<file path="src/plr_defs.vh">
// Constants for the synthesizer pump and enable register bank.
// Assumes an AXI4-Lite slave with 32-bit data and 12-bit byte addresses.
`ifndef PLR_DEFS_VH
`define PLR_DEFS_VH

// ----------------------------------------------------------------------
// Register indices (byte address is four times the index)
// ----------------------------------------------------------------------
`define PLR_ADDR_W        12
`define PLR_IDX_PUMP      10'h058
`define PLR_IDX_ENABLE    10'h059
`define PLR_IDX_REFDIV    10'h060
`define PLR_IDX_STATUS    10'h061

// ----------------------------------------------------------------------
// Pump bias control fields
// ----------------------------------------------------------------------
`define PLR_PUMP_CODE_LSB 0
`define PLR_PUMP_CODE_MSB 3
`define PLR_PUMP_SRC_BIT  4
`define PLR_PUMP_FCB_LSB  5
`define PLR_PUMP_FCB_MSB  7
`define PLR_PUMP_RESET    8'h12

// ----------------------------------------------------------------------
// Enable control fields
// ----------------------------------------------------------------------
`define PLR_EN_FCB0_BIT   0
`define PLR_EN_SYNTH_BIT  1
`define PLR_EN_FCB21_LSB  2
`define PLR_EN_FCB21_MSB  3
`define PLR_EN_REFDIV_BIT 4
`define PLR_EN_FCB43_LSB  5
`define PLR_EN_FCB43_MSB  6
`define PLR_EN_UNUSED_BIT 7
`define PLR_EN_WMASK      8'h7F
`define PLR_ENABLE_RESET  8'h41

// ----------------------------------------------------------------------
// Reference divider value and responses
// ----------------------------------------------------------------------
`define PLR_REFDIV_W      10
`define PLR_REFDIV_RESET  10'h000
`define PLR_REFDIV_BAD    10'h002
`define PLR_REFDIV_ONE    10'h001
`define PLR_RESP_OKAY     2'h0
`define PLR_RESP_SLVERR   2'h2

`endif

</file>
<file path="src/plr_axil_wr.v">
// Write address and write data capture for the AXI4-Lite slave.
// Assumes the parent consumes both halves with a one-cycle take pulse.
`timescale 1ns/1ns
`include "plr_defs.vh"

module plr_axil_wr (
    // Clock and reset
    input  wire                   aclk,
    input  wire                   aresetn,
    // Write address channel
    input  wire [`PLR_ADDR_W-1:0] awaddr,
    input  wire                   awvalid,
    output reg                    awready,
    // Write data channel
    input  wire [31:0]            wdata,
    input  wire [3:0]             wstrb,
    input  wire                   wvalid,
    output reg                    wready,
    // Held request towards the register file
    input  wire                   take,
    output reg  [`PLR_ADDR_W-1:0] held_addr,
    output reg  [31:0]            held_data,
    output reg  [3:0]             held_strb,
    output wire                   both_held
);

    reg  aw_full;
    reg  w_full;
    wire next_aw_full;
    wire next_w_full;

    // Each half is held alone, so address and data may come in any order
    assign next_aw_full = take ? 1'b0 : (aw_full | (awvalid & awready));
    assign next_w_full  = take ? 1'b0 : (w_full | (wvalid & wready));
    assign both_held    = aw_full & w_full;

    // Ready drops while a half is parked, which stalls the master
    always @(posedge aclk) begin
        if (!aresetn) begin
            aw_full   <= 1'b0;
            w_full    <= 1'b0;
            awready   <= 1'b0;
            wready    <= 1'b0;
            held_addr <= {`PLR_ADDR_W{1'b0}};
            held_data <= 32'h00000000;
            held_strb <= 4'h0;
        end else begin
            aw_full <= next_aw_full;
            w_full  <= next_w_full;
            awready <= ~next_aw_full;
            wready  <= ~next_w_full;
            if (awvalid && awready) begin
                held_addr <= awaddr;
            end
            if (wvalid && wready) begin
                held_data <= wdata;
                held_strb <= wstrb;
            end
        end
    end

endmodule

</file>
<file path="src/plr_ref_ratio.v">
// Turns the reference divider settings into the applied divide ratio.
// Assumes value and enable come straight from the register file.
`timescale 1ns/1ns
`include "plr_defs.vh"

module plr_ref_ratio #(
    parameter W = `PLR_REFDIV_W
) (
    // Clock and reset
    input  wire         aclk,
    input  wire         aresetn,
    // Settings
    input  wire         enable,
    input  wire [W-1:0] value,
    // Applied ratio
    output reg  [W-1:0] ratio,
    output reg          unsupported
);

    wire [W-1:0] one = `PLR_REFDIV_ONE;
    wire [W-1:0] bad = `PLR_REFDIV_BAD;

    // Bypass and codes 0 and 1 all pass the reference undivided
    always @(posedge aclk) begin
        if (!aresetn) begin
            ratio       <= `PLR_REFDIV_ONE;
            unsupported <= 1'b0;
        end else if (!enable) begin
            ratio       <= one;
            unsupported <= 1'b0;
        end else begin
            ratio       <= (value <= one) ? one : value;
            unsupported <= (value == bad);
        end
    end

endmodule

</file>
<file path="src/plr_regs.v">
// Synthesizer pump bias and enable register bank with AXI4-Lite access.
// Assumes one clock, synchronous active-low reset, and a master that keeps
// at most one write and one read under way.
`timescale 1ns/1ns
`include "plr_defs.vh"

module plr_regs (
    // Clock and reset
    input  wire                   aclk,
    input  wire                   aresetn,
    // Write address channel
    input  wire [`PLR_ADDR_W-1:0] s_axi_awaddr,
    input  wire [2:0]             s_axi_awprot,
    input  wire                   s_axi_awvalid,
    output wire                   s_axi_awready,
    // Write data channel
    input  wire [31:0]            s_axi_wdata,
    input  wire [3:0]             s_axi_wstrb,
    input  wire                   s_axi_wvalid,
    output wire                   s_axi_wready,
    // Write response channel
    output reg  [1:0]             s_axi_bresp,
    output reg                    s_axi_bvalid,
    input  wire                   s_axi_bready,
    // Read address channel
    input  wire [`PLR_ADDR_W-1:0] s_axi_araddr,
    input  wire [2:0]             s_axi_arprot,
    input  wire                   s_axi_arvalid,
    output reg                    s_axi_arready,
    // Read data channel
    output reg  [31:0]            s_axi_rdata,
    output reg  [1:0]             s_axi_rresp,
    output reg                    s_axi_rvalid,
    input  wire                   s_axi_rready,
    // Charge pump controls
    output reg  [3:0]             pump_current_code,
    output reg                    pump_bias_source,
    output reg  [2:0]             pump_factory_reserved_bits,
    // Synthesizer enables
    output reg                    synth_enable,
    output reg                    ref_divider_enable,
    output reg  [4:0]             enable_factory_reserved_bits,
    // Reference divider
    output wire [9:0]             ref_div_ratio,
    output wire                   ref_div_unsupported
);

    // ------------------------------------------------------------------
    // Storage
    // ------------------------------------------------------------------
    reg  [7:0]                  pll_pump_bias_ctrl;
    reg  [7:0]                  pll_enable_ctrl;
    reg  [`PLR_REFDIV_W-1:0]    ref_divider_value;

    wire [`PLR_ADDR_W-1:0]      held_addr;
    wire [31:0]                 held_data;
    wire [3:0]                  held_strb;
    wire                        both_held;
    wire                        wr_fire;
    wire [9:0]                  wr_idx;
    wire [9:0]                  rd_idx;
    reg  [31:0]                 next_rdata;
    reg  [1:0]                  next_rresp;

    // ------------------------------------------------------------------
    // Write channel capture
    // ------------------------------------------------------------------
    plr_axil_wr u_wr (
        .aclk      (aclk),
        .aresetn   (aresetn),
        .awaddr    (s_axi_awaddr),
        .awvalid   (s_axi_awvalid),
        .awready   (s_axi_awready),
        .wdata     (s_axi_wdata),
        .wstrb     (s_axi_wstrb),
        .wvalid    (s_axi_wvalid),
        .wready    (s_axi_wready),
        .take      (wr_fire),
        .held_addr (held_addr),
        .held_data (held_data),
        .held_strb (held_strb),
        .both_held (both_held)
    );

    // Commit only once the previous response has been taken
    assign wr_fire = both_held & ~s_axi_bvalid;
    assign wr_idx  = held_addr[`PLR_ADDR_W-1:2];
    assign rd_idx  = s_axi_araddr[`PLR_ADDR_W-1:2];

    // ------------------------------------------------------------------
    // Register writes
    // ------------------------------------------------------------------

    // Reserved fields are stored as written; keeping them is software's job
    always @(posedge aclk) begin
        if (!aresetn) begin
            pll_pump_bias_ctrl <= `PLR_PUMP_RESET;
            pll_enable_ctrl    <= `PLR_ENABLE_RESET;
            ref_divider_value  <= `PLR_REFDIV_RESET;
        end else if (wr_fire) begin
            if (wr_idx == `PLR_IDX_PUMP) begin
                if (held_strb[0]) begin
                    pll_pump_bias_ctrl <= held_data[7:0];
                end
            end else if (wr_idx == `PLR_IDX_ENABLE) begin
                if (held_strb[0]) begin
                    // Unused top bit is masked off and never stored
                    pll_enable_ctrl <= held_data[7:0]
                                       & `PLR_EN_WMASK;
                end
            end else if (wr_idx == `PLR_IDX_REFDIV) begin
                if (held_strb[0]) begin
                    ref_divider_value[7:0] <= held_data[7:0];
                end
                if (held_strb[1]) begin
                    ref_divider_value[9:8] <= held_data[9:8];
                end
            end
        end
    end

    // ------------------------------------------------------------------
    // Write response
    // ------------------------------------------------------------------

    // Unmapped or read-only targets answer with a slave error
    always @(posedge aclk) begin
        if (!aresetn) begin
            s_axi_bvalid <= 1'b0;
            s_axi_bresp  <= `PLR_RESP_OKAY;
        end else if (wr_fire) begin
            s_axi_bvalid <= 1'b1;
            if (wr_idx == `PLR_IDX_PUMP) begin
                s_axi_bresp <= `PLR_RESP_OKAY;
            end else if (wr_idx == `PLR_IDX_ENABLE) begin
                s_axi_bresp <= `PLR_RESP_OKAY;
            end else if (wr_idx == `PLR_IDX_REFDIV) begin
                s_axi_bresp <= `PLR_RESP_OKAY;
            end else begin
                s_axi_bresp <= `PLR_RESP_SLVERR;
            end
        end else if (s_axi_bready) begin
            s_axi_bvalid <= 1'b0;
        end
    end

    // ------------------------------------------------------------------
    // Read decode
    // ------------------------------------------------------------------

    // Narrow registers sit in the low bits, upper bits read as zero
    always @* begin
        next_rdata = 32'h00000000;
        next_rresp = `PLR_RESP_OKAY;
        if (rd_idx == `PLR_IDX_PUMP) begin
            next_rdata[7:0] = pll_pump_bias_ctrl;
        end else if (rd_idx == `PLR_IDX_ENABLE) begin
            next_rdata[7:0] = pll_enable_ctrl
                              & `PLR_EN_WMASK;
        end else if (rd_idx == `PLR_IDX_REFDIV) begin
            next_rdata[9:0] = ref_divider_value;
        end else if (rd_idx == `PLR_IDX_STATUS) begin
            // Applied ratio and its flag show what the synthesizer sees
            next_rdata[9:0] = ref_div_ratio;
            next_rdata[10]  = ref_div_unsupported;
            next_rdata[11]  = synth_enable;
        end else begin
            next_rresp = `PLR_RESP_SLVERR;
        end
    end

    // ------------------------------------------------------------------
    // Read channel
    // ------------------------------------------------------------------

    // One read at a time; arready stays low until rdata is taken
    always @(posedge aclk) begin
        if (!aresetn) begin
            s_axi_arready <= 1'b0;
            s_axi_rvalid  <= 1'b0;
            s_axi_rdata   <= 32'h00000000;
            s_axi_rresp   <= `PLR_RESP_OKAY;
        end else if (s_axi_arvalid && s_axi_arready) begin
            s_axi_arready <= 1'b0;
            s_axi_rvalid  <= 1'b1;
            s_axi_rdata   <= next_rdata;
            s_axi_rresp   <= next_rresp;
        end else if (s_axi_rvalid) begin
            if (s_axi_rready) begin
                s_axi_rvalid  <= 1'b0;
                s_axi_arready <= 1'b1;
            end
        end else begin
            s_axi_arready <= 1'b1;
        end
    end

    // ------------------------------------------------------------------
    // Synthesizer controls
    // ------------------------------------------------------------------

    // Outputs follow the stored fields one cycle after the commit edge
    always @(posedge aclk) begin
        if (!aresetn) begin
            pump_current_code            <= 4'h2;
            pump_bias_source             <= 1'b1;
            pump_factory_reserved_bits   <= 3'h0;
            synth_enable                 <= 1'b0;
            ref_divider_enable           <= 1'b0;
            enable_factory_reserved_bits <= 5'h11;
        end else begin
            pump_current_code <= pll_pump_bias_ctrl[
                `PLR_PUMP_CODE_MSB:`PLR_PUMP_CODE_LSB];
            pump_bias_source  <= pll_pump_bias_ctrl[
                `PLR_PUMP_SRC_BIT];
            pump_factory_reserved_bits <= pll_pump_bias_ctrl[
                `PLR_PUMP_FCB_MSB:`PLR_PUMP_FCB_LSB];
            synth_enable      <= pll_enable_ctrl[
                `PLR_EN_SYNTH_BIT];
            ref_divider_enable <= pll_enable_ctrl[
                `PLR_EN_REFDIV_BIT];
            enable_factory_reserved_bits <= {
                pll_enable_ctrl[`PLR_EN_FCB43_MSB:`PLR_EN_FCB43_LSB],
                pll_enable_ctrl[`PLR_EN_FCB21_MSB:`PLR_EN_FCB21_LSB],
                pll_enable_ctrl[`PLR_EN_FCB0_BIT]};
        end
    end

    // ------------------------------------------------------------------
    // Reference divide ratio
    // ------------------------------------------------------------------

    // Ratio is registered inside, so it also lands one cycle after commit
    plr_ref_ratio #(
        .W (`PLR_REFDIV_W)
    ) u_ratio (
        .aclk        (aclk),
        .aresetn     (aresetn),
        .enable      (pll_enable_ctrl[`PLR_EN_REFDIV_BIT]),
        .value       (ref_divider_value),
        .ratio       (ref_div_ratio),
        .unsupported (ref_div_unsupported)
    );

endmodule

</file>
<file path="config.mk">
export PLATFORM = sky130hd
export DESIGN_NAME = plr_regs
export DESIGN_NICKNAME = d
export VERILOG_FILES = /design/src/plr_axil_wr.v /design/src/plr_ref_ratio.v /design/src/plr_regs.v
export VERILOG_INCLUDE_DIRS = /design/src
export SDC_FILE = /design/constraint.sdc
export NUM_CORES = 1
export LEC_CHECK = 0
export BUFFER_PORTS_ARGS = -buffer_cell sky130_fd_sc_hd__buf_2
export CORE_ASPECT_RATIO = 1.5
export CORE_UTILIZATION = 40
export DETAILED_ROUTE_END_ITERATION = 12
export GPL_TIMING_DRIVEN = 0
export PLACE_DENSITY = 0.67
export SLEW_MARGIN = 20
export SYNTH_ARGS = -nofsm -noshare
export SYNTH_HDL_FRONTEND = slang
export SYNTH_HIERARCHICAL = 1
export SYNTH_SLANG_ARGS = --single-unit
</file>
<file path="constraint.sdc">
create_clock -name aclk -period 1.7 [get_ports aclk]
set_input_delay 0.34 -clock aclk [delete_from_list [all_inputs] [get_ports aclk]]
set_output_delay 0.34 -clock aclk [all_outputs]
set_load 0.005 [all_outputs]
</file>
# Word-level counts from Yosys, hierarchy flattened
# Cells that the tools add are included.
# classes
n_eq_ne	9
reduce_logical	11
n_lt_le_gt_ge	1
n_mux	23
bitwise_logic	13
# ops
operator	count
10-bit by 7-bit equality test with 1-bit output (second input constant)	7
2-bit 2-to-1 mux	8
8-bit 2-to-1 mux	2
12-bit 2-to-1 mux	1
10-bit by 2-bit equality test with 1-bit output (second input constant)	1
10-bit by 1-bit <= comparator with 1-bit output (second input constant)	1
10-bit 2-to-1 mux	1
5-bit AND reduction	2
1-bit 2-to-1 mux	9
4-bit 2-to-1 mux	2
1-bit inverter	7
1-bit bitwise AND	4
4-bit AND reduction	1
1-bit logical AND	3
3-bit AND reduction	1
3-bit OR reduction	1
2-bit by 1-bit != test with 1-bit output (second input constant)	1
1-bit bitwise OR	2
2-bit AND reduction	1
2-bit nonzero test	1
2-bit OR reduction	1
# word_totals
input_bits	73
ff_bits	98

# Logic depth before layout (Yosys ltp)
# Gate-level depths: netlist of the first run.
# logic_depth
depth_word	5
mapped_depth	6
depth_no_buf	5

# Cells and area by module
# Netlist of the first run, hierarchy kept.
# modules_own_cells
mod	instances	area_each_um2	cells_each
plr_regs	1	2486.1	267
plr_axil_wr	1	2069.5	232
plr_ref_ratio	1	332.8	26

# Worst setup path before layout of the first run
# OpenSTA, ideal clock, no wires.
# synth_timing
path_kind	register to register
start	register u_wr.aw_full
end	register pll_pump_bias_ctrl[1]
arrival_time_ns	1.582
setup_slack_ns	-0.003
setup_time_ns	0.121
required_ns	1.579
path_stages_with_launch	7
synth_period_minus_slack_ns	1.703
path_cell_list	dfxtp_1 -> and2_1 -> nor2b_2 -> nand3_2 -> or3_1 -> buf_6 -> mux2_4
# synth_between
elab_chain_cells	3
# synth_lines
element	line	text
from (decl)	plr_axil_wr.v:27	reg aw_full;
from (signal assigned)	plr_axil_wr.v:48	aw_full <= next_aw_full;
1-bit bitwise AND	plr_axil_wr.v:35	assign both_held = aw_full & w_full;
net both_held	plr_regs.v:58	wire both_held;
1-bit bitwise AND	plr_regs.v:86	assign wr_fire = both_held & ~s_axi_bvalid;
net wr_fire	plr_regs.v:59	wire wr_fire;
3-bit AND reduction (no line)	--	
to (signal assigned)	plr_regs.v:97	pll_pump_bias_ctrl <= `PLR_PUMP_RESET;
to (signal assigned)	plr_regs.v:103	pll_pump_bias_ctrl <= held_data[7:0];
to (decl)	plr_regs.v:51	reg [7:0] pll_pump_bias_ctrl;
# The timed path passes the listed nets, and every way through them passes these cells.
# A chain may end at the register's enable or synchronous reset.

# Worst setup path after layout of the first run
# Ends and elaborated chain as after synthesis.

==> results of run 1 <==
[final cells by class]
cell class,instances,area (um^2)
Fill cell,898,4410
Clock inverter,1,30.0
Buffer,49,327
Clock buffer,14,254
Tap cell,112,140
Timing Repair Buffer,92,483
Multi-Input combinational cell,268,1710
Sequential cell,94,1880
Inverter,21,78.8
[worst max-delay path, cell delays in order, from the launching register on]
cell and delay, ns:
dfxtp_1 0.34, and2_4 0.15, nor2b_4 0.16, nand3_4 0.10, or3_4 0.38, buf_6 0.14, mux2_4 0.29
[placed cells by master (no fill, tap or decap), types with 3 or more instances in the layout]
cell	n
a21oi_1	12
a31oi_1	7
and2_1	6
and3_1	10
buf_2	96
buf_4	34
buf_6	4
clkbuf_1	8
clkbuf_16	9
conb_1	22
dfxtp_1	93
inv_1	21
mux2i_1	21
nand2_1	67
nand2b_1	10
nand4_1	26
o21a_1	3
o21ai_0	17
o21ai_1	13
o21ai_2	9
o32a_1	7
[per-layer routing]
| layer | share of wire [%] | vias to the layer above |
|---|---|---|
| met5 | 0 | - |
| met4 | 2.0 | 0 |
| met3 | 5.5 | 13 |
| met2 | 53 | 115 |
| met1 | 40 | 1462 |
| li1 | - | 1637 |
[flip-flops by register name, summed over array words and instances (netlist names), 2 cells and up]
name and flops:
s_axi_rdata 12, pll_enable_ctrl 7, pump_factory_reserved_bits 3, pump_current_code 4, ref_divider_value 10, u_ratio/ratio 10, enable_factory_reserved_bits 5, pll_pump_bias_ctrl 8
u_wr/held_strb 2, u_wr/held_data 10, u_wr/held_addr 10
[metrics by stage]
| step | hold WS (ns) | power [uW] | setup TNS, ns | worst slack [ns] |
|---|---|---|---|---|
| floorplan | 0.419 | 2540 | 0 | 0.0408 |
| global placement | 0.436 | 2660 | -5.77 | -0.219 |
| detailed placement | 0.442 | 2670 | -7.03 | -0.282 |
| CTS | 0.230 | 4610 | 0 | 0.00156 |
| global route | 0.261 | 4740 | -0.00152 | -0.00152 |
| finish | 0.238 | 4580 | 0 | 0.0253 |
[power by group through the flow]
stage | Sequential, uW | Clock, uW | Combinational (uW)
2_1_floorplan | 2320 | 0 | 225
3_3_place_gp | 2320 | 0 | 336
3_5_place_dp | 2330 | 0 | 341
4_1_cts | 2280 | 1990 | 345
5_1_grt | 2280 | 2060 | 395
6_report | 2280 | 1950 | 354
[worst paths after layout]
path / cells past startpoint / endpoint / slack (ns)
setup / recovery: 6 / pll_pump_bias_ctrl[1] / 0.03
hold / removal: 3 / u_wr/held_addr[3] / 0.24
setup reg to reg: 6 / pll_pump_bias_ctrl[1] / 0.03
hold reg to reg: 2 / s_axi_rdata[9] / 0.46
[what timing repair did]
| item | 4_1_cts | 5_1_grt |
|---|---|---|
| gates resized for setup | 1 | 10 |
| pin swaps | 1 | 3 |
| endpoints found under the hold margin | 0 | 0 |
| buffers inserted | 5 | 4 |
| setup endpoints to repair | 4 | 19 |
| hold buffers | 0 | 0 |
==> results.cfg, run 1 <==
[hold_path]
min_from = s_axi_awaddr[3]
hold_path.class = primary input to flip-flop

[floorplanning]
dieArea_um2 = 10100
start_util_pct = 41.6
die_w_um = 82.3
core-area_um2 = 9310
rows = 43
die_h_um = 123
ios = 140

[place]
placed_area_um2 = 4510
port_buffers = 83
dpl.hpwl_um = 6880
routabilityCongestion = 0.885
placed_cells_incl_taps = 628

[critical_path]
cp.required_ns = 1.93
start_kind = flip-flop
critical_path.max_fanout = 5
r2r_start = u_wr/aw_full
end_kind = flip-flop
crit_arrival_ns = 1.90
worst-setup-path-type = flip-flop to flip-flop
startpoint = u_wr/aw_full

[logic_synthesis]
syn_area_um2 = 3870
synth_warnings = 6
syn_inst = 412
synth.avg_cell_area_um2 = 9.40

[power_and_ir_drop]
switching_share_pct = 21.9
netSwitchingPower_uw = 1000
combPwrFrac_pct = 7.7
intPower_uw = 3580
power_density_nw_per_um2 = 935
p_clk_share_pct = 42.5
p_leak_uw = 0.00233
peakVddDrop_v = 0.000639
power_frac_seq_pct = 49.8

[global_routing]
grt_pass1_vias = 2982
antenna_found_initial = 0
gr-usage-all-layers_pct = 19.3
grt_pass1_wl_um = 14400
grt_overflow = 0
grt_max_degree = 22
use_met1_pct = 22.0
met3_usage_pct = 3.79
busiest_layer = met2
grt_use_met2_pct = 33.5

[final_layout]
final_core_util_pct = 52.7
design_area_um2 = 4900
num_antenna_cells = 0
synthToLayoutAreaGrowth_pct = 26.6
nets = 608
drive_gt1_share_pct = 32.7
fin_cells = 651

[timing]
worst_pin_slew_ns = 0.495
setup_violations = 0
skew_ns = 0.00658
hold_violations = 0
rsz0062_at_grt = true
fin_crit_ns = 1.67
relSlewSlack_pct = 66.7
drv_slew = 0
final.period_utilization_pct = 98.5
timing.fmax_ghz = 0.597

[routing]
route.detailed.drc = 0
ant_nets = 0
wirelength_um = 9160
avgRoutedWirePerCell_um = 14.1
vias_per_cell = 4.96
drtPass1Iterations = 4
route.vias.total = 3227
drt-initial-drc-count = 202

[clock_tree]
cts.path.max_buffers = 2
cts.sinks = 94
tritoncts = yes
cts_root_buf = clkbuf_16
cts_buffers = 9
cts_max_level = 3
clk_pin_slew_ns = 0.06
clock_latency_ns = 0.34

[flow_run]
max_cap_viol_count = 0

[status]
status = finished clean
(Power assumes the default switching activity.)
==> run 2, diff against run 1 <==
MAX_ROUTING_LAYER = met4   (was default)
==> results.cfg, run 2 (synthesis gave the netlist of run 1 again) <==
[status]
status = finished clean

[final_layout]
fin_cells = 651
drive_gt1_share_pct = 32.8
design_area_um2 = 4900
synthToLayoutAreaGrowth_pct = 26.6
mostFrequentLayoutCells = buf_2 (96), dfxtp_1 (93), nand2_1 (67)
num_antenna_cells = 0
final_core_util_pct = 52.7
largest_register_ffs = 12
final_common_cell = buf_2
largest-register = s_axi_rdata
nets = 608

[timing]
timing.fmax_ghz = 0.596
drv_slew = 0
skew_ns = 0.00381
relSlewSlack_pct = 66.8
final.period_utilization_pct = 98.7
fin_crit_ns = 1.68
worst_pin_slew_ns = 0.494
setup_violations = 0
hold_violations = 0
layout_setup_ws_ns = 0.0229

[critical_path]
max_stage_delay_ns = 0.38
crit_family = simple AND/OR/NAND/NOR gates
crit_arrival_ns = 1.90
worst-setup-path-type = flip-flop to flip-flop
critical_path.max_fanout = 5
path_cells = and2_4, nor2b_4, nand3_4, or3_4, buf_6, mux2_4
start_kind = flip-flop
cp.required_ns = 1.93
cp_slowest_cell = or3_4
path_buf_inv = 1
end_kind = flip-flop

[clock_tree]
ctsHoldBuffers = 0
cts.sinks = 94
tritoncts = yes
clock_latency_ns = 0.34
cts_buffers = 9
clk_pin_slew_ns = 0.06
cts.path.max_buffers = 2
cts_max_level = 3
cts_root_buf = clkbuf_16

[routing]
vias_per_cell = 4.94
ant_nets = 0
route.detailed.drc = 0
route.vias.total = 3215
drt-initial-drc-count = 168
drtPass1Iterations = 4
avgRoutedWirePerCell_um = 14.1
wirelength_um = 9190

[place]
routabilityCongestion = 0.900
placed_area_um2 = 4510
dp_slack_ns = -0.282
dpl.hpwl_um = 6880
placed_cells_incl_taps = 628
port_buffers = 83

[floorplanning]
dieArea_um2 = 10100
rows = 43
die_w_um = 82.3
start_util_pct = 41.6
core-area_um2 = 9310
die_h_um = 123
ios = 140

[global_routing]
grt_max_degree = 22
gr-usage-all-layers_pct = 19.8
grt_pass1_vias = 2980
grt_pass1_wl_um = 14400
antenna_found_initial = 0
grt_overflow = 0

[hold_path]
hold_path.class = primary input to flip-flop

[power_and_ir_drop]
power_frac_seq_pct = 49.8
netSwitchingPower_uw = 1000
p_clk_share_pct = 42.5
combPwrFrac_pct = 7.7
p_leak_uw = 0.00233
intPower_uw = 3580
power_density_nw_per_um2 = 934
switching_share_pct = 21.9
power_uw = 4580
peakVddDrop_v = 0.000640

[flow_run]
max_cap_viol_count = 0
-- run 2: cell counts in the layout (fill, tap and decap cells not counted) --
Identical to the previous run, type by type.
-- run 2: cell type report --
class / count / area (um^2)
Buffer: 49 / 328
Sequential cell: 94 / 1880
Multi-Input combinational cell: 268 / 1710
Timing Repair Buffer: 92 / 483
Fill cell: 897 / 4400
Inverter: 21 / 78.8
Tap cell: 112 / 140
Clock inverter: 1 / 30.0
Clock buffer: 14 / 254
-- run 2: repair_timing --
action / in CTS / in global routing
buffers inserted: 5 / 4
endpoints found under the setup margin: 4 / 21
pin swaps: 1 / 3
resized for setup: 1 / 12
-- run 2: metal layers --
metal / up-vias / routed length (um) / global-route usage (%)
met5: - / 0 / -
met4: 0 / 214 / 9.32
met3: 15 / 415 / 3.79
met2: 90 / 4880 / 33.6
met1: 1475 / 3680 / 21.9
li1: 1635 / - / -
-- run 2: metrics by stage --
stage / hold WS, ns / setup TNS [ns]
2_1_floorplan: 0.419 / 0
3_3_place_gp: 0.436 / -5.77
3_5_place_dp: 0.442 / -7.03
4_1_cts: 0.230 / 0
5_1_grt: 0.261 / -0.00157
6_report: 0.239 / 0
-- run 2: worst paths after layout --
| path | from | end | slack (ns) | depth (start not counted) |
|---|---|---|---|---|
| max reg2reg | u_wr/aw_full | pll_pump_bias_ctrl[1] | 0.02 | 6 |
| max | u_wr/aw_full | pll_pump_bias_ctrl[1] | 0.02 | 6 |
| min | s_axi_awaddr[3] | u_wr/held_addr[3] | 0.24 | 3 |
| min reg2reg | u_wr/held_strb[1] | u_wr/held_strb[1] | 0.46 | 2 |
-- run 2: worst reg2reg max path, delay by kind of cell, from the launching register on --
| kind | cells | cell delay, ns |
|---|---|---|
| mux | 1 | 0.29 |
| simple gates | 4 | 0.79 |
| buf+inv | 1 | 0.14 |
| flops | 1 | 0.34 |
-- run 2: power by group through the flow --
stage	Sequential, uW	Combinational [uW]	Clock, uW
after floorplan	2320	225	0
after global placement	2320	336	0
final	2280	354	1950
after global routing	2280	396	2060
after detailed placement	2330	341	0
after CTS	2280	345	1990
